==> config.mk <==
export PLATFORM = sky130hd
export DESIGN_NAME = accumulator_stack_arith
export DESIGN_NICKNAME = d
export VERILOG_FILES = /design/src/include/acc_stack_pkg.sv /design/src/rtl/accumulator_stack_arith.sv /design/src/rtl/stack_divider.sv
export VERILOG_INCLUDE_DIRS = /design/src /design/src/include
export SDC_FILE = /design/constraint.sdc
export NUM_CORES = 2
export LEC_CHECK = 0
export ABC_AREA = 1
export BUFFER_PORTS_ARGS = -buffer_cell sky130_fd_sc_hd__buf_2
export CELL_PAD_IN_SITES_DETAIL_PLACEMENT = 1
export CELL_PAD_IN_SITES_GLOBAL_PLACEMENT = 2
export CORE_ASPECT_RATIO = 1.5
export CORE_MARGIN = 3
export CORE_UTILIZATION = 38
export DETAILED_ROUTE_END_ITERATION = 8
export PLACE_DENSITY = 0.93
export SLEW_MARGIN = 5
export SYNTH_ARGS = -nofsm -noshare
export SYNTH_HDL_FRONTEND = slang
export SYNTH_SLANG_ARGS = --single-unit
==> constraint.sdc <==
create_clock -name i_core_clk -period 26.9 [get_ports i_core_clk]
set_clock_uncertainty 0.2 [all_clocks]
set_input_delay 2.69 -clock i_core_clk [delete_from_list [all_inputs] [get_ports i_core_clk]]
set_output_delay 2.69 -clock i_core_clk [all_outputs]
set_load 0.05 [all_outputs]
==> src/include/acc_stack_regs.svh <==
/*
 * reset values, stack depth and divide operand widths and digit counts of the accumulator stack arithmetic unit.
 * assumes it is included by bare name by the design modules.
 */
`ifndef ACC_STACK_REGS_SVH
`define ACC_STACK_REGS_SVH

`define ACC_RESET_VALUE 32'h0000_0000
`define STACK_RESET_VALUE 32'h0000_0000
`define STACK_DEPTH_DEFAULT 8
`define DIVIDEND_WIDTH 32
`define DIVISOR_WIDTH 16
`define BCD_DIVIDEND_DIGITS 8
`define BCD_DIVISOR_DIGITS 4

`endif

==> src/include/acc_stack_pkg.sv <==
/*
 * types shared by the accumulator stack arithmetic unit: operation codes and sequencer states.
 * assumes nothing of its surroundings; it holds types only.
 */
package acc_stack_pkg;

    typedef enum logic [2:0] {
        OP_LOAD = 3'b000,
        OP_BCD_DIV = 3'b001,
        OP_BIN_ADD = 3'b010,
        OP_BIN_SUB = 3'b011,
        OP_BIN_MUL = 3'b100,
        OP_BIN_DIV = 3'b101
    } op_t;

    typedef enum logic [0:0] {
        ST_IDLE = 1'b0,
        ST_DIVIDE = 1'b1
    } seq_state_t;

endpackage : acc_stack_pkg

==> src/rtl/accumulator_stack_arith.sv <==
/*
 * accumulator with its stack and the stack arithmetic: BCD divide and binary
 * add, subtract, multiply and divide, with their status flags.
 * assumes the instruction sequencer runs on the same clock, offers one
 * operation at a time and holds it until o_op_ready accepts it.
 */
`timescale 1ns/10ps
`include "acc_stack_regs.svh"

module accumulator_stack_arith #(
    parameter int STACK_DEPTH = `STACK_DEPTH_DEFAULT
) (
    input wire logic i_core_clk, // core clock, 50 MHz
    input wire logic i_rst, // synchronous reset, active high
    input wire logic i_op_valid, // operation offered
    input wire logic [2:0] i_op, // operation code
    input wire logic [31:0] i_load_value, // value for a load
    output logic o_op_ready, // operation can be taken
    output logic o_op_done, // one-cycle pulse, operation finished
    output logic [31:0] o_accumulator, // accumulator
    output logic [31:0] o_stack_level1, // first stack level
    output logic o_operand_overflow_flag, // divisor too large or zero
    output logic o_zero_result_flag, // accumulator is zero
    output logic o_borrow16_flag, // borrow of low 16 bits
    output logic o_borrow32_flag, // borrow of 32 bits
    output logic o_carry16_flag, // carry out of bit 15
    output logic o_carry32_flag, // carry out of bit 31
    output logic o_negative_flag, // accumulator negative
    output logic o_sign_error_flag, // signed overflow
    output logic o_bcd_format_error_flag // non-BCD operand seen
);

    initial begin
        if (STACK_DEPTH < 2) begin
            $error("accumulator_stack_arith: stack depth must be at least 2");
        end
    end

    localparam int DW = `DIVIDEND_WIDTH;
    localparam int SW = `DIVISOR_WIDTH;

    function automatic logic bcd_valid(input logic [31:0] v, input int digits);
        logic ok;
        ok = 1'b1;
        for (int d = 0; d < 8; d++) begin
            if (d < digits && v[4*d +: 4] > 4'h9) begin
                ok = 1'b0;
            end
        end
        return ok;
    endfunction : bcd_valid

    function automatic logic [31:0] bcd_to_bin(input logic [31:0] v);
        logic [31:0] r;
        r = 32'h0000_0000;
        for (int d = 7; d >= 0; d--) begin
            r = 32'((r * 32'h0000_000a) + {28'h0000000, v[4*d +: 4]});
        end
        return r;
    endfunction : bcd_to_bin

    function automatic logic [31:0] bin_to_bcd(input logic [31:0] v);
        logic [31:0] b;
        b = 32'h0000_0000;
        for (int i = 31; i >= 0; i--) begin
            for (int d = 0; d < 8; d++) begin
                if (b[4*d +: 4] >= 4'h5) begin
                    b[4*d +: 4] = b[4*d +: 4] + 4'h3;
                end
            end
            b = {b[30:0], v[i]};
        end
        return b;
    endfunction : bin_to_bcd

    acc_stack_pkg::seq_state_t state;
    logic [31:0] stack [STACK_DEPTH];
    logic div_is_bcd;

    acc_stack_pkg::op_t op;
    logic take;
    logic [32:0] sum;
    logic [16:0] sum_low;
    logic [32:0] diff;
    logic [16:0] diff_low;
    logic [31:0] product;
    logic bcd_ok;
    logic [31:0] bcd_dividend;
    logic [31:0] bcd_divisor;
    logic bin_div_bad;
    logic bcd_div_bad;
    logic div_start;
    logic [31:0] div_dividend;
    logic [15:0] div_divisor;
    logic div_done;
    logic [31:0] div_quotient;
    logic [15:0] div_remainder;
    logic [31:0] next_accumulator;
    logic [31:0] div_result;
    logic [31:0] div_rest;

    assign op = acc_stack_pkg::op_t'(i_op);
    assign o_op_ready = (state == acc_stack_pkg::ST_IDLE);
    assign take = i_op_valid && o_op_ready;
    assign o_stack_level1 = stack[0];

    assign sum = {1'b0, o_accumulator} + {1'b0, stack[0]};
    assign sum_low = {1'b0, o_accumulator[15:0]} + {1'b0, stack[0][15:0]};
    assign diff = {1'b0, o_accumulator} - {1'b0, stack[0]};
    assign diff_low = {1'b0, o_accumulator[15:0]} - {1'b0, stack[0][15:0]};
    assign product = {16'h0000, o_accumulator[15:0]} * {16'h0000, stack[0][15:0]};

    // BCD divide checks and conversion
    assign bcd_ok = bcd_valid(o_accumulator, `BCD_DIVIDEND_DIGITS) && bcd_valid(stack[0], `BCD_DIVISOR_DIGITS);
    assign bcd_dividend = bcd_to_bin(o_accumulator);
    assign bcd_divisor = bcd_to_bin({16'h0000, stack[0][15:0]});
    assign bcd_div_bad = !bcd_ok || stack[0][31:16] != 16'h0000 || stack[0][15:0] == 16'h0000;
    assign bin_div_bad = stack[0][31:16] != 16'h0000 || stack[0][15:0] == 16'h0000;

    always_comb begin
        div_start = 1'b0;
        div_dividend = o_accumulator;
        div_divisor = stack[0][15:0];
        if (take && op == acc_stack_pkg::OP_BCD_DIV && !bcd_div_bad) begin
            div_start = 1'b1;
            div_dividend = bcd_dividend;
            div_divisor = bcd_divisor[15:0];
        end else if (take && op == acc_stack_pkg::OP_BIN_DIV && !bin_div_bad) begin
            div_start = 1'b1;
        end
    end

    stack_divider #(
        .DIVIDEND_W(DW),
        .DIVISOR_W(SW)
    ) u_divider (
        .i_core_clk(i_core_clk),
        .i_rst(i_rst),
        .i_start(div_start),
        .i_dividend(div_dividend),
        .i_divisor(div_divisor),
        .o_busy(),
        .o_done(div_done),
        .o_quotient(div_quotient),
        .o_remainder(div_remainder)
    );

    // quotient and remainder back in the accumulator's number format
    assign div_result = div_is_bcd ? bin_to_bcd(div_quotient) : div_quotient;
    assign div_rest = div_is_bcd ? bin_to_bcd({16'h0000, div_remainder}) : {16'h0000, div_remainder};

    always_comb begin
        next_accumulator = o_accumulator;
        if (state == acc_stack_pkg::ST_DIVIDE) begin
            if (div_done) begin
                next_accumulator = div_result;
            end
        end else if (take) begin
            case (op)
                acc_stack_pkg::OP_LOAD: next_accumulator = i_load_value;
                acc_stack_pkg::OP_BIN_ADD: next_accumulator = sum[31:0];
                acc_stack_pkg::OP_BIN_SUB: next_accumulator = diff[31:0];
                acc_stack_pkg::OP_BIN_MUL: next_accumulator = product;
                default: next_accumulator = o_accumulator;
            endcase
        end
    end

    // sequencer
    always_ff @(posedge i_core_clk) begin
        if (i_rst) begin
            state <= acc_stack_pkg::ST_IDLE;
            div_is_bcd <= 1'b0;
        end else if (state == acc_stack_pkg::ST_DIVIDE) begin
            if (div_done) begin
                state <= acc_stack_pkg::ST_IDLE;
            end
        end else if (div_start) begin
            state <= acc_stack_pkg::ST_DIVIDE;
            div_is_bcd <= (op == acc_stack_pkg::OP_BCD_DIV);
        end
    end

    always_ff @(posedge i_core_clk) begin
        if (i_rst) begin
            o_op_done <= 1'b0;
        end else if (state == acc_stack_pkg::ST_DIVIDE) begin
            o_op_done <= div_done;
        end else begin
            case (op)
                acc_stack_pkg::OP_LOAD, acc_stack_pkg::OP_BIN_ADD, acc_stack_pkg::OP_BIN_SUB,
                acc_stack_pkg::OP_BIN_MUL: o_op_done <= take;
                acc_stack_pkg::OP_BCD_DIV: o_op_done <= take && bcd_div_bad;
                acc_stack_pkg::OP_BIN_DIV: o_op_done <= take && bin_div_bad;
                default: o_op_done <= 1'b0;
            endcase
        end
    end

    // accumulator
    always_ff @(posedge i_core_clk) begin
        if (i_rst) begin
            o_accumulator <= `ACC_RESET_VALUE;
        end else begin
            o_accumulator <= next_accumulator;
        end
    end

    // stack: push on load, pop after add, subtract and multiply
    always_ff @(posedge i_core_clk) begin
        if (i_rst) begin
            for (int i = 0; i < STACK_DEPTH; i++) begin
                stack[i] <= `STACK_RESET_VALUE;
            end
        end else if (state == acc_stack_pkg::ST_DIVIDE) begin
            if (div_done) begin
                stack[0] <= div_rest;
            end
        end else if (take) begin
            case (op)
                acc_stack_pkg::OP_LOAD: begin
                    stack[0] <= o_accumulator;
                    for (int i = 1; i < STACK_DEPTH; i++) begin
                        stack[i] <= stack[i-1];
                    end
                end
                acc_stack_pkg::OP_BIN_ADD, acc_stack_pkg::OP_BIN_SUB, acc_stack_pkg::OP_BIN_MUL: begin
                    for (int i = 0; i < STACK_DEPTH - 1; i++) begin
                        stack[i] <= stack[i+1];
                    end
                    stack[STACK_DEPTH-1] <= `STACK_RESET_VALUE;
                end
                default: begin
                end
            endcase
        end
    end

    // zero and negative follow every arithmetic result; loads leave them
    always_ff @(posedge i_core_clk) begin
        if (i_rst) begin
            o_zero_result_flag <= 1'b0;
            o_negative_flag <= 1'b0;
        end else if ((state == acc_stack_pkg::ST_DIVIDE && div_done)
                     || (take && (op == acc_stack_pkg::OP_BIN_ADD || op == acc_stack_pkg::OP_BIN_SUB
                                  || op == acc_stack_pkg::OP_BIN_MUL || op == acc_stack_pkg::OP_BCD_DIV
                                  || op == acc_stack_pkg::OP_BIN_DIV))) begin
            o_zero_result_flag <= (next_accumulator == 32'h0000_0000);
            o_negative_flag <= next_accumulator[31];
        end
    end

    // overflow is settled when a divide is taken, BCD error only when a BCD divide is taken
    always_ff @(posedge i_core_clk) begin
        if (i_rst) begin
            o_operand_overflow_flag <= 1'b0;
            o_bcd_format_error_flag <= 1'b0;
        end else if (take && op == acc_stack_pkg::OP_BCD_DIV) begin
            o_operand_overflow_flag <= bcd_ok && bcd_div_bad;
            o_bcd_format_error_flag <= !bcd_ok;
        end else if (take && op == acc_stack_pkg::OP_BIN_DIV) begin
            o_operand_overflow_flag <= bin_div_bad;
        end
    end

    // carry flags belong to add, borrow flags to subtract
    always_ff @(posedge i_core_clk) begin
        if (i_rst) begin
            o_carry16_flag <= 1'b0;
            o_carry32_flag <= 1'b0;
            o_borrow16_flag <= 1'b0;
            o_borrow32_flag <= 1'b0;
        end else if (take && op == acc_stack_pkg::OP_BIN_ADD) begin
            o_carry16_flag <= sum_low[16];
            o_carry32_flag <= sum[32];
        end else if (take && op == acc_stack_pkg::OP_BIN_SUB) begin
            o_borrow16_flag <= diff_low[16];
            o_borrow32_flag <= diff[32];
        end
    end

    always_ff @(posedge i_core_clk) begin
        if (i_rst) begin
            o_sign_error_flag <= 1'b0;
        end else if (take && op == acc_stack_pkg::OP_BIN_ADD) begin
            o_sign_error_flag <= (o_accumulator[31] == stack[0][31]) && (sum[31] != o_accumulator[31]);
        end else if (take && op == acc_stack_pkg::OP_BIN_SUB) begin
            o_sign_error_flag <= (o_accumulator[31] != stack[0][31]) && (diff[31] != o_accumulator[31]);
        end
    end

endmodule : accumulator_stack_arith

==> src/rtl/stack_divider.sv <==
/*
 * sequential restoring divider, one quotient bit per clock.
 * assumes the caller holds i_start for one cycle only while o_busy is low and
 * never passes a zero divisor; a zero divisor gives a quotient bit of 1 only while the top remainder bit is clear.
 */
`timescale 1ns/10ps
`include "acc_stack_regs.svh"

module stack_divider #(
    parameter int DIVIDEND_W = `DIVIDEND_WIDTH,
    parameter int DIVISOR_W = `DIVISOR_WIDTH
) (
    input wire logic i_core_clk, // core clock
    input wire logic i_rst, // synchronous reset, active high
    input wire logic i_start, // one-cycle start pulse
    input wire logic [DIVIDEND_W-1:0] i_dividend, // dividend
    input wire logic [DIVISOR_W-1:0] i_divisor, // divisor, nonzero
    output logic o_busy, // division in progress
    output logic o_done, // one-cycle pulse, results valid
    output logic [DIVIDEND_W-1:0] o_quotient, // quotient
    output logic [DIVISOR_W-1:0] o_remainder // remainder
);

    localparam int CNT_W = $clog2(DIVIDEND_W);
    localparam logic [CNT_W-1:0] LAST_STEP = CNT_W'(DIVIDEND_W - 1);

    initial begin
        if (DIVIDEND_W < 2 || DIVISOR_W < 1 || DIVISOR_W > DIVIDEND_W) begin
            $error("stack_divider: unsupported widths");
        end
    end

    logic [CNT_W-1:0] step;
    logic [DIVISOR_W-1:0] divisor;
    logic [DIVISOR_W:0] shifted;
    logic [DIVISOR_W:0] trial;

    assign shifted = {o_remainder, o_quotient[DIVIDEND_W-1]};
    assign trial = shifted - {1'b0, divisor};

    always_ff @(posedge i_core_clk) begin
        if (i_rst) begin
            o_busy <= 1'b0;
            o_done <= 1'b0;
            step <= '0;
            divisor <= '0;
            o_quotient <= '0;
            o_remainder <= '0;
        end else begin
            o_done <= 1'b0;
            if (i_start && !o_busy) begin
                o_busy <= 1'b1;
                step <= '0;
                divisor <= i_divisor;
                o_quotient <= i_dividend;
                o_remainder <= '0;
            end else if (o_busy) begin
                // trial subtraction: keep the difference when no borrow
                if (!trial[DIVISOR_W]) begin
                    o_remainder <= trial[DIVISOR_W-1:0];
                    o_quotient <= {o_quotient[DIVIDEND_W-2:0], 1'b1};
                end else begin
                    o_remainder <= shifted[DIVISOR_W-1:0];
                    o_quotient <= {o_quotient[DIVIDEND_W-2:0], 1'b0};
                end
                step <= step + CNT_W'(1);
                if (step == LAST_STEP) begin
                    o_busy <= 1'b0;
                    o_done <= 1'b1;
                end
            end
        end
    end

endmodule : stack_divider
After elaboration in Yosys (flattened, before gate mapping)

Memory sizes are Yosys's and may differ from the RTL's.
Index checks and enable logic that the tools add are counted.

Flip-flop bits (word level): 115
Latch bits: 0
Memory bits (writable): 256
Memory bits (read-only): 0
Bits of input ports: 38
Output and inout bits: 75
Logic and storage cells: 751
Memories: 1

Memory list:

| name  | words | bits a word | read ports | clocked after Yosys merged registers in | write ports | RTL line                      | source |
|---|---|---|---|---|---|---|---|
| stack | 8     | 32          | 8          | 0                                       | 8           | accumulator_stack_arith.sv:77 | `logic [31:0] stack [STACK_DEPTH];` |

$add $sub $neg: 199
Multipliers: 11
Divide/modulo/power cells: 0
Magnitude comparators: 195
Equality and inequality tests: 10
Shifts and indexed selects: 0
Multiplexer cells: 255
Bitwise gates (word level): 20
Reductions and logical operators: 41

Operators with widths:

| operator                                             | count |
|---|---|
| 2-to-1 mux 32 bit                                    | 24 |
| 2-to-1 mux 4 bit                                     | 175 |
| >= comparator 4 x 3 -> 1 bit (second input constant) | 170 |
| adder 4 x 2 -> 4 bit (second input constant)         | 163 |
| case mux 32 bit (4 select lines)                     | 1 |
| adder 32 x 4 -> 32 bit                               | 2 |
| adder 3 x 2 -> 4 bit (second input constant)         | 12 |
| > comparator 4 bit (second input constant)           | 12 |
| 2-to-1 mux 1 bit                                     | 43 |
| >= comparator 3 bit (second input constant)          | 13 |
| adder 32 x 32 -> 33 bit                              | 1 |
| subtractor 32 x 32 -> 33 bit                         | 1 |
| zero test 32 bit                                     | 1 |
| multiplier 16 x 16 -> 32 bit                         | 1 |
| multiplier 32 x 3 -> 31 bit (second input constant)  | 1 |
| 2-to-1 mux 16 bit                                    | 2 |
| multiplier 29 x 3 -> 31 bit (second input constant)  | 1 |
| adder 28 x 4 -> 29 bit                               | 1 |
| adder 13 x 4 -> 14 bit                               | 2 |
| multiplier 24 x 3 -> 27 bit (second input constant)  | 1 |
| adder 23 x 4 -> 24 bit                               | 1 |
| adder 3 x 2 -> 3 bit (second input constant)         | 8 |
| multiplier 9 x 3 -> 12 bit (second input constant)   | 2 |
| 2-to-1 mux 3 bit                                     | 8 |
| other kinds (32)                                     | 85 |

Depth between registers and ports, before layout

Word-level depth: 62
Depth in mapped cells: 186
Mapped depth without buffers: 186

Hierarchy

Synthesis repeated with hierarchy kept, for this count alone.

Cells, all modules: 8827
Area total of the unflattened synthesis: 60414.2 um2

Modules (own cells, without submodules):

| module                  | times used | cells an instance | area each (um2) | seq. area each (um2) |
|---|---|---|---|---|
| accumulator_stack_arith | 1          | 8172              | 56299.0         | 8247.9 |
| stack_divider           | 1          | 655               | 4115.2          | 1421.4 |

Least setup slack after synthesis

OpenSTA, ideal clock, no wires.

Kind: register to register
From: register u_divider.o_quotient[30]
To: register o_zero_result_flag
Data arrival time: 18713 ps
Data required time: 26634 ps
Path slack: 7921 ps
Stages on the path, launching flop included: 166
Buffers on the path: 0
Clock period less this slack: 18979 ps
Cells stage by stage: dfxtp_1 > inv_1 > ha_1 > nand2_1 > nand3_1 > nand2_2 > ha_1 > inv_4 > or2_2 > nand2_2 > nand3_1 > nand2_1 > inv_1 > ha_1 > inv_1 > nor2_1 > nor2_1 > nand3_2 > (+130 left out) > nand2_1 > and2_1 > ha_1 > nand2_1 > nand3_1 > nand2_1 > nand3_2 > nand2_2 > nand2_1 > nand2_1 > nand3_1 > nand2_1 > nand2_1 > nor2_1 > nand2_1 > nor2_1 > nand3_1 > a21oi_2

Longest elaborated chain between the ends: 62

RTL lines:

| what                                                                        | RTL line                                                     | source |
|---|---|---|
| from (decl)                                                                 | stack_divider.sv:20                                          | `output logic [DIVIDEND_W-1:0] o_quotient,` |
| from (signal assigned)                                                      | stack_divider.sv:55                                          | `o_quotient <= i_dividend;` |
| from (signal assigned)                                                      | stack_divider.sv:61                                          | `o_quotient <= {o_quotient[DIVIDEND_W-2:0], 1'b1};` |
| from (signal assigned)                                                      | stack_divider.sv:64                                          | `o_quotient <= {o_quotient[DIVIDEND_W-2:0], 1'b0};` |
| adder 3 x 2 -> 4 bit / >= comparator 3 bit (equally long branches)          | accumulator_stack_arith.sv:68, accumulator_stack_arith.sv:67 |  |
| 2-to-1 mux 4 bit                                                            | accumulator_stack_arith.sv:67                                | `if (b[4*d +: 4] >= 4'h5) begin` |
| adder 4 x 2 -> 4 bit / >= comparator 4 x 3 -> 1 bit (equally long branches) | accumulator_stack_arith.sv:68, accumulator_stack_arith.sv:67 |  |
| 2-to-1 mux 4 bit                                                            | accumulator_stack_arith.sv:67                                |  |
| >= comparator 4 x 3 -> 1 bit / adder 4 x 2 -> 4 bit (equally long branches) | accumulator_stack_arith.sv:67, accumulator_stack_arith.sv:68 |  |
| 2-to-1 mux 4 bit                                                            | accumulator_stack_arith.sv:67                                |  |
| adder 4 x 2 -> 4 bit (tied with other cells)                                | accumulator_stack_arith.sv:68                                | `b[4*d +: 4] = b[4*d +: 4] + 4'h3;` |
| 2-to-1 mux 4 bit                                                            | accumulator_stack_arith.sv:67                                |  |
| (+46 left out)                                                              | --                                                           |  |
| adder 4 x 2 -> 4 bit (tied with other cells)                                | accumulator_stack_arith.sv:68                                |  |
| 2-to-1 mux 4 bit / 2-to-1 mux 3 bit (equally long branches)                 | accumulator_stack_arith.sv:67                                |  |
| adder 4 x 2 -> 4 bit (tied with other cells)                                | accumulator_stack_arith.sv:68                                |  |
| 2-to-1 mux 4 bit / 2-to-1 mux 3 bit (equally long branches)                 | accumulator_stack_arith.sv:67                                |  |
| 2-to-1 mux 32 bit (*)                                                       | accumulator_stack_arith.sv:149                               | `assign div_result = div_is_bcd ? bin_to_bcd(div_quotient) : div_quotient;` |
| 2-to-1 mux 32 bit (*)                                                       | accumulator_stack_arith.sv:155                               | `if (div_done) begin` |
| 2-to-1 mux 32 bit (*)                                                       | accumulator_stack_arith.sv:154                               | `if (state == acc_stack_pkg::ST_DIVIDE) begin` |
| zero test 32 bit (*)                                                        | accumulator_stack_arith.sv:248                               | `o_zero_result_flag <= (next_accumulator == 32'h0000_0000);` |
| to (signal assigned)                                                        | accumulator_stack_arith.sv:248                               |  |
| to (decl)                                                                   | accumulator_stack_arith.sv:23                                | `output logic o_zero_result_flag,` |

Every way passes the cells marked *; elsewhere a longest branch is shown, timed or not.
A chain may end at the register's enable or synchronous reset.

Worst setup path in the final report

Ends and elaborated chain as after synthesis.

==> results_dict.tcl <==
set metrics [dict create \
    die_area_um2 160000 \
    core_area_um2 154000 \
    grt_antenna_before_repair 4 \
    timing.fmax_mhz 46.1 \
    num_rows 176 \
    drt_iter0_drc 2548 \
    ys_seq_elements 371 \
    route.detailed.drc 0 \
    grt_pass1_vias 60165 \
    cp_slowest_cell "dfxtp_1" \
    drive_gt1_share_pct 12.7 \
    worst_pin_slew_ns 1.23 \
    clockBufferDepth 3 \
    netlist_instances 8522 \
    port_buffers 112 \
    final_cell_mix "nand2_1 (1,651), inv_1 (1,601), ha_1 (675), nand3_1 (536), a21oi_1 (495)" \
    path_class "flop to flop" \
    clock-sinks 371 \
    post_cts_buffers 0 \
    min_period_ns 21.70 \
    period_share_pct 80.7 \
    syn-cell-area_um2 59000 \
    ys_seq_area_share_pct 16.4 \
    hp-class "flop to flop" \
    firstDrtPassIters 5 \
    wirelength_mm 205 \
    fillCellCount 19984 \
    ctsHoldBuffers 0 \
    root_buffer "clkbuf_16" \
    slowest_delay_ns 0.45 \
    synth_warnings 0 \
    yosys_most_used_dff "edfxtp_1" \
    grtUsageTotal_pct 24.9 \
    worst_setup_path_start_kind "flop" \
    async_reset_ff_share_pct 0 \
    hold_start "stack[0][230]" \
    finalSetupViolCount 0 \
    end_kind "flop" \
    cp.arrival_ns 21.99 \
    slew_headroom_pct 17.9 \
    h-tree-depth 2 \
    cts_buffers 37 \
    rsz0062_at_grt "false" \
    chipWidth_um 328 \
    gr-total-overflow 0 \
    drv_slew 0 \
    die_h_um 489 \
    synth_edf_count 224 \
    grt_max_degree 225 \
    cp.required_ns 27.19 \
    yosys.cell_types.count 67 \
    tns_ns 0 \
    path_max_fanout 7 \
    cpMostUsedCell "nand2_1" \
    insertion_delay_ns 0.60 \
    post_cts_resized 0 \
    critPathLaunch "u_divider.o_quotient[30]" \
    maxCapViolations 0 \
    outcome "finished clean" \
    cts_tree "yes" \
    initial_core_util_pct 38.4 \
    synth_area_per_cell_um2 6.92 \
    grt_pass1_wl_mm 319 \
    syn_to_final_growth_pct 6.59 \
    finalHoldViolCount 0 \
    r2r_start "u_divider.o_quotient[30]" \
    hpwlAfterDp_mm 166 \
    vias 57282 \
    wire_per_inst_um 19.3 \
    path_clk_slew_ns 0.07 \
    boundaryPins 113 \
    layout_commonest_cell "nand2_1" \
    globalplace.congestion 0.937 \
    viasPerCell 5.40 \
    num-nets-final 9448 \
    postRouteAntennaNets 0 \
]
-- state kept, by name (all words and copies together), names as in the netlist, 5 cells and up --
| signal | cells |
|---|---|
| u_divider.step | 5 |
| u_divider.o_quotient | 32 |
| stack | 256 |
| o_accumulator | 32 |
| u_divider.divisor | 16 |
| u_divider.o_remainder | 16 |
-- cell families (layout without fill, tap and decap cells) --
logic type | count (synthesis) | after routing | synth area share (%)
xor+xnor | 317 | 317 | 4.74
other cells | 1 | 9 | 0.00636
buf+inv | 1947 | 1968 | 12.9
fa+ha+maj | 892 | 892 | 21.7
flops | 371 | 371 | 16.4
compound gates | 1442 | 1442 | 14.4
simple gates | 3552 | 3552 | 29.8
-- critical path: cells and delay by family, from the launching register on --
kind / cells / cell delay (ns)
adders and majority gates: 28 / 5.40
DFF: 1 / 0.45
and+or+nand+nor: 120 / 13.75
buffers and inverters: 21 / 1.58
AOI/OAI and AO/OA: 2 / 0.24
-- Yosys cell counts (6+ instances only) --
master     number  area (µm²)
a211oi_1       38         285
a21o_1         56         420
a21oi_1       495        2480
a21oi_2         7        61.3
a22oi_1        20         150
a31oi_1        39         244
and2_1         43         269
and2_2         11        82.6
and2_4         17         149
buf_4          34         255
clkbuf_1      180         676
clkbuf_8       12         165
clkinv_1       11        41.3
clkinv_2        8        40.0
dfxtp_1       147        2940
edfxtp_1      224        6730
fa_1          217        4340
ha_1          675        8450
inv_1        1601        6010
inv_2          85         319
nand2_1      1654        6210
nand2_2       372        2330
nand2_4        79         890
nand3_1       539        2700
nand3_2       128        1280
nand3_4        20         350
nand3b_1       21         158
nand4_1       174        1090
nor2_1        374        1400
nor3_1         50         250
nor4_1         26         163
o2111ai_1      14         123
o211ai_1       25         188
o21ai_0       326        1630
o21ai_1        35         175
o21ai_2        57         499
o21ai_4         6        97.6
o21bai_1       35         263
o221ai_1        8        70.1
o22ai_1       247        1550
o31ai_1         9        67.6
or2_2          30         188
xnor2_1        82         718
xor2_1        234        2050
-- layout make-up --
type	count	area (µm²)	share of cell area, %
Multi-Input combinational cell	6208	41800	66.5
Timing Repair Buffer	188	1140	1.82
Clock buffer	51	1030	1.64
Antenna cell	4	10.0	0.0159
Inverter	1712	6460	10.3
Clock inverter	17	220	0.350
Sequential cell	371	9670	15.4
Tap cell	2047	2560	4.07
-- final timing paths --
check / to / slack, ns / cells after the start
max: o_zero_result_flag / 5.20 / 171
min: stack[0][230] / 0.27 / 2
max reg2reg: o_zero_result_flag / 5.20 / 171
min reg2reg: stack[0][230] / 0.27 / 2
-- per-layer routing --
metal | vias up | global-route usage (%) | share of wire (%)
li1 | 27702 | - | -
met1 | 27933 | 25.4 | 36
met2 | 1143 | 47.2 | 51
met3 | 502 | 2.06 | 3.7
met4 | 2 | 18.5 | 9.0
met5 | - | 0 | 0.0064
-- per-stage QoR --
stage	util, %	cells	hold slack (ns)	setup WS, ns	instance area (µm²)
finish	40.9	10598	0.267	5.20	62900
global placement	40.1	10526	0.246	6.39	61600
floorplan	-	8526	0.237	7.92	59000
CTS	40.9	10594	0.271	5.22	62900
global route	40.9	10594	0.283	3.11	62900
detailed placement	40.1	10526	0.258	5.29	61600
Power is left out: the tool's default activity adds up to more than one toggle a clock period on the data nets, which glitch-free logic cannot reach.
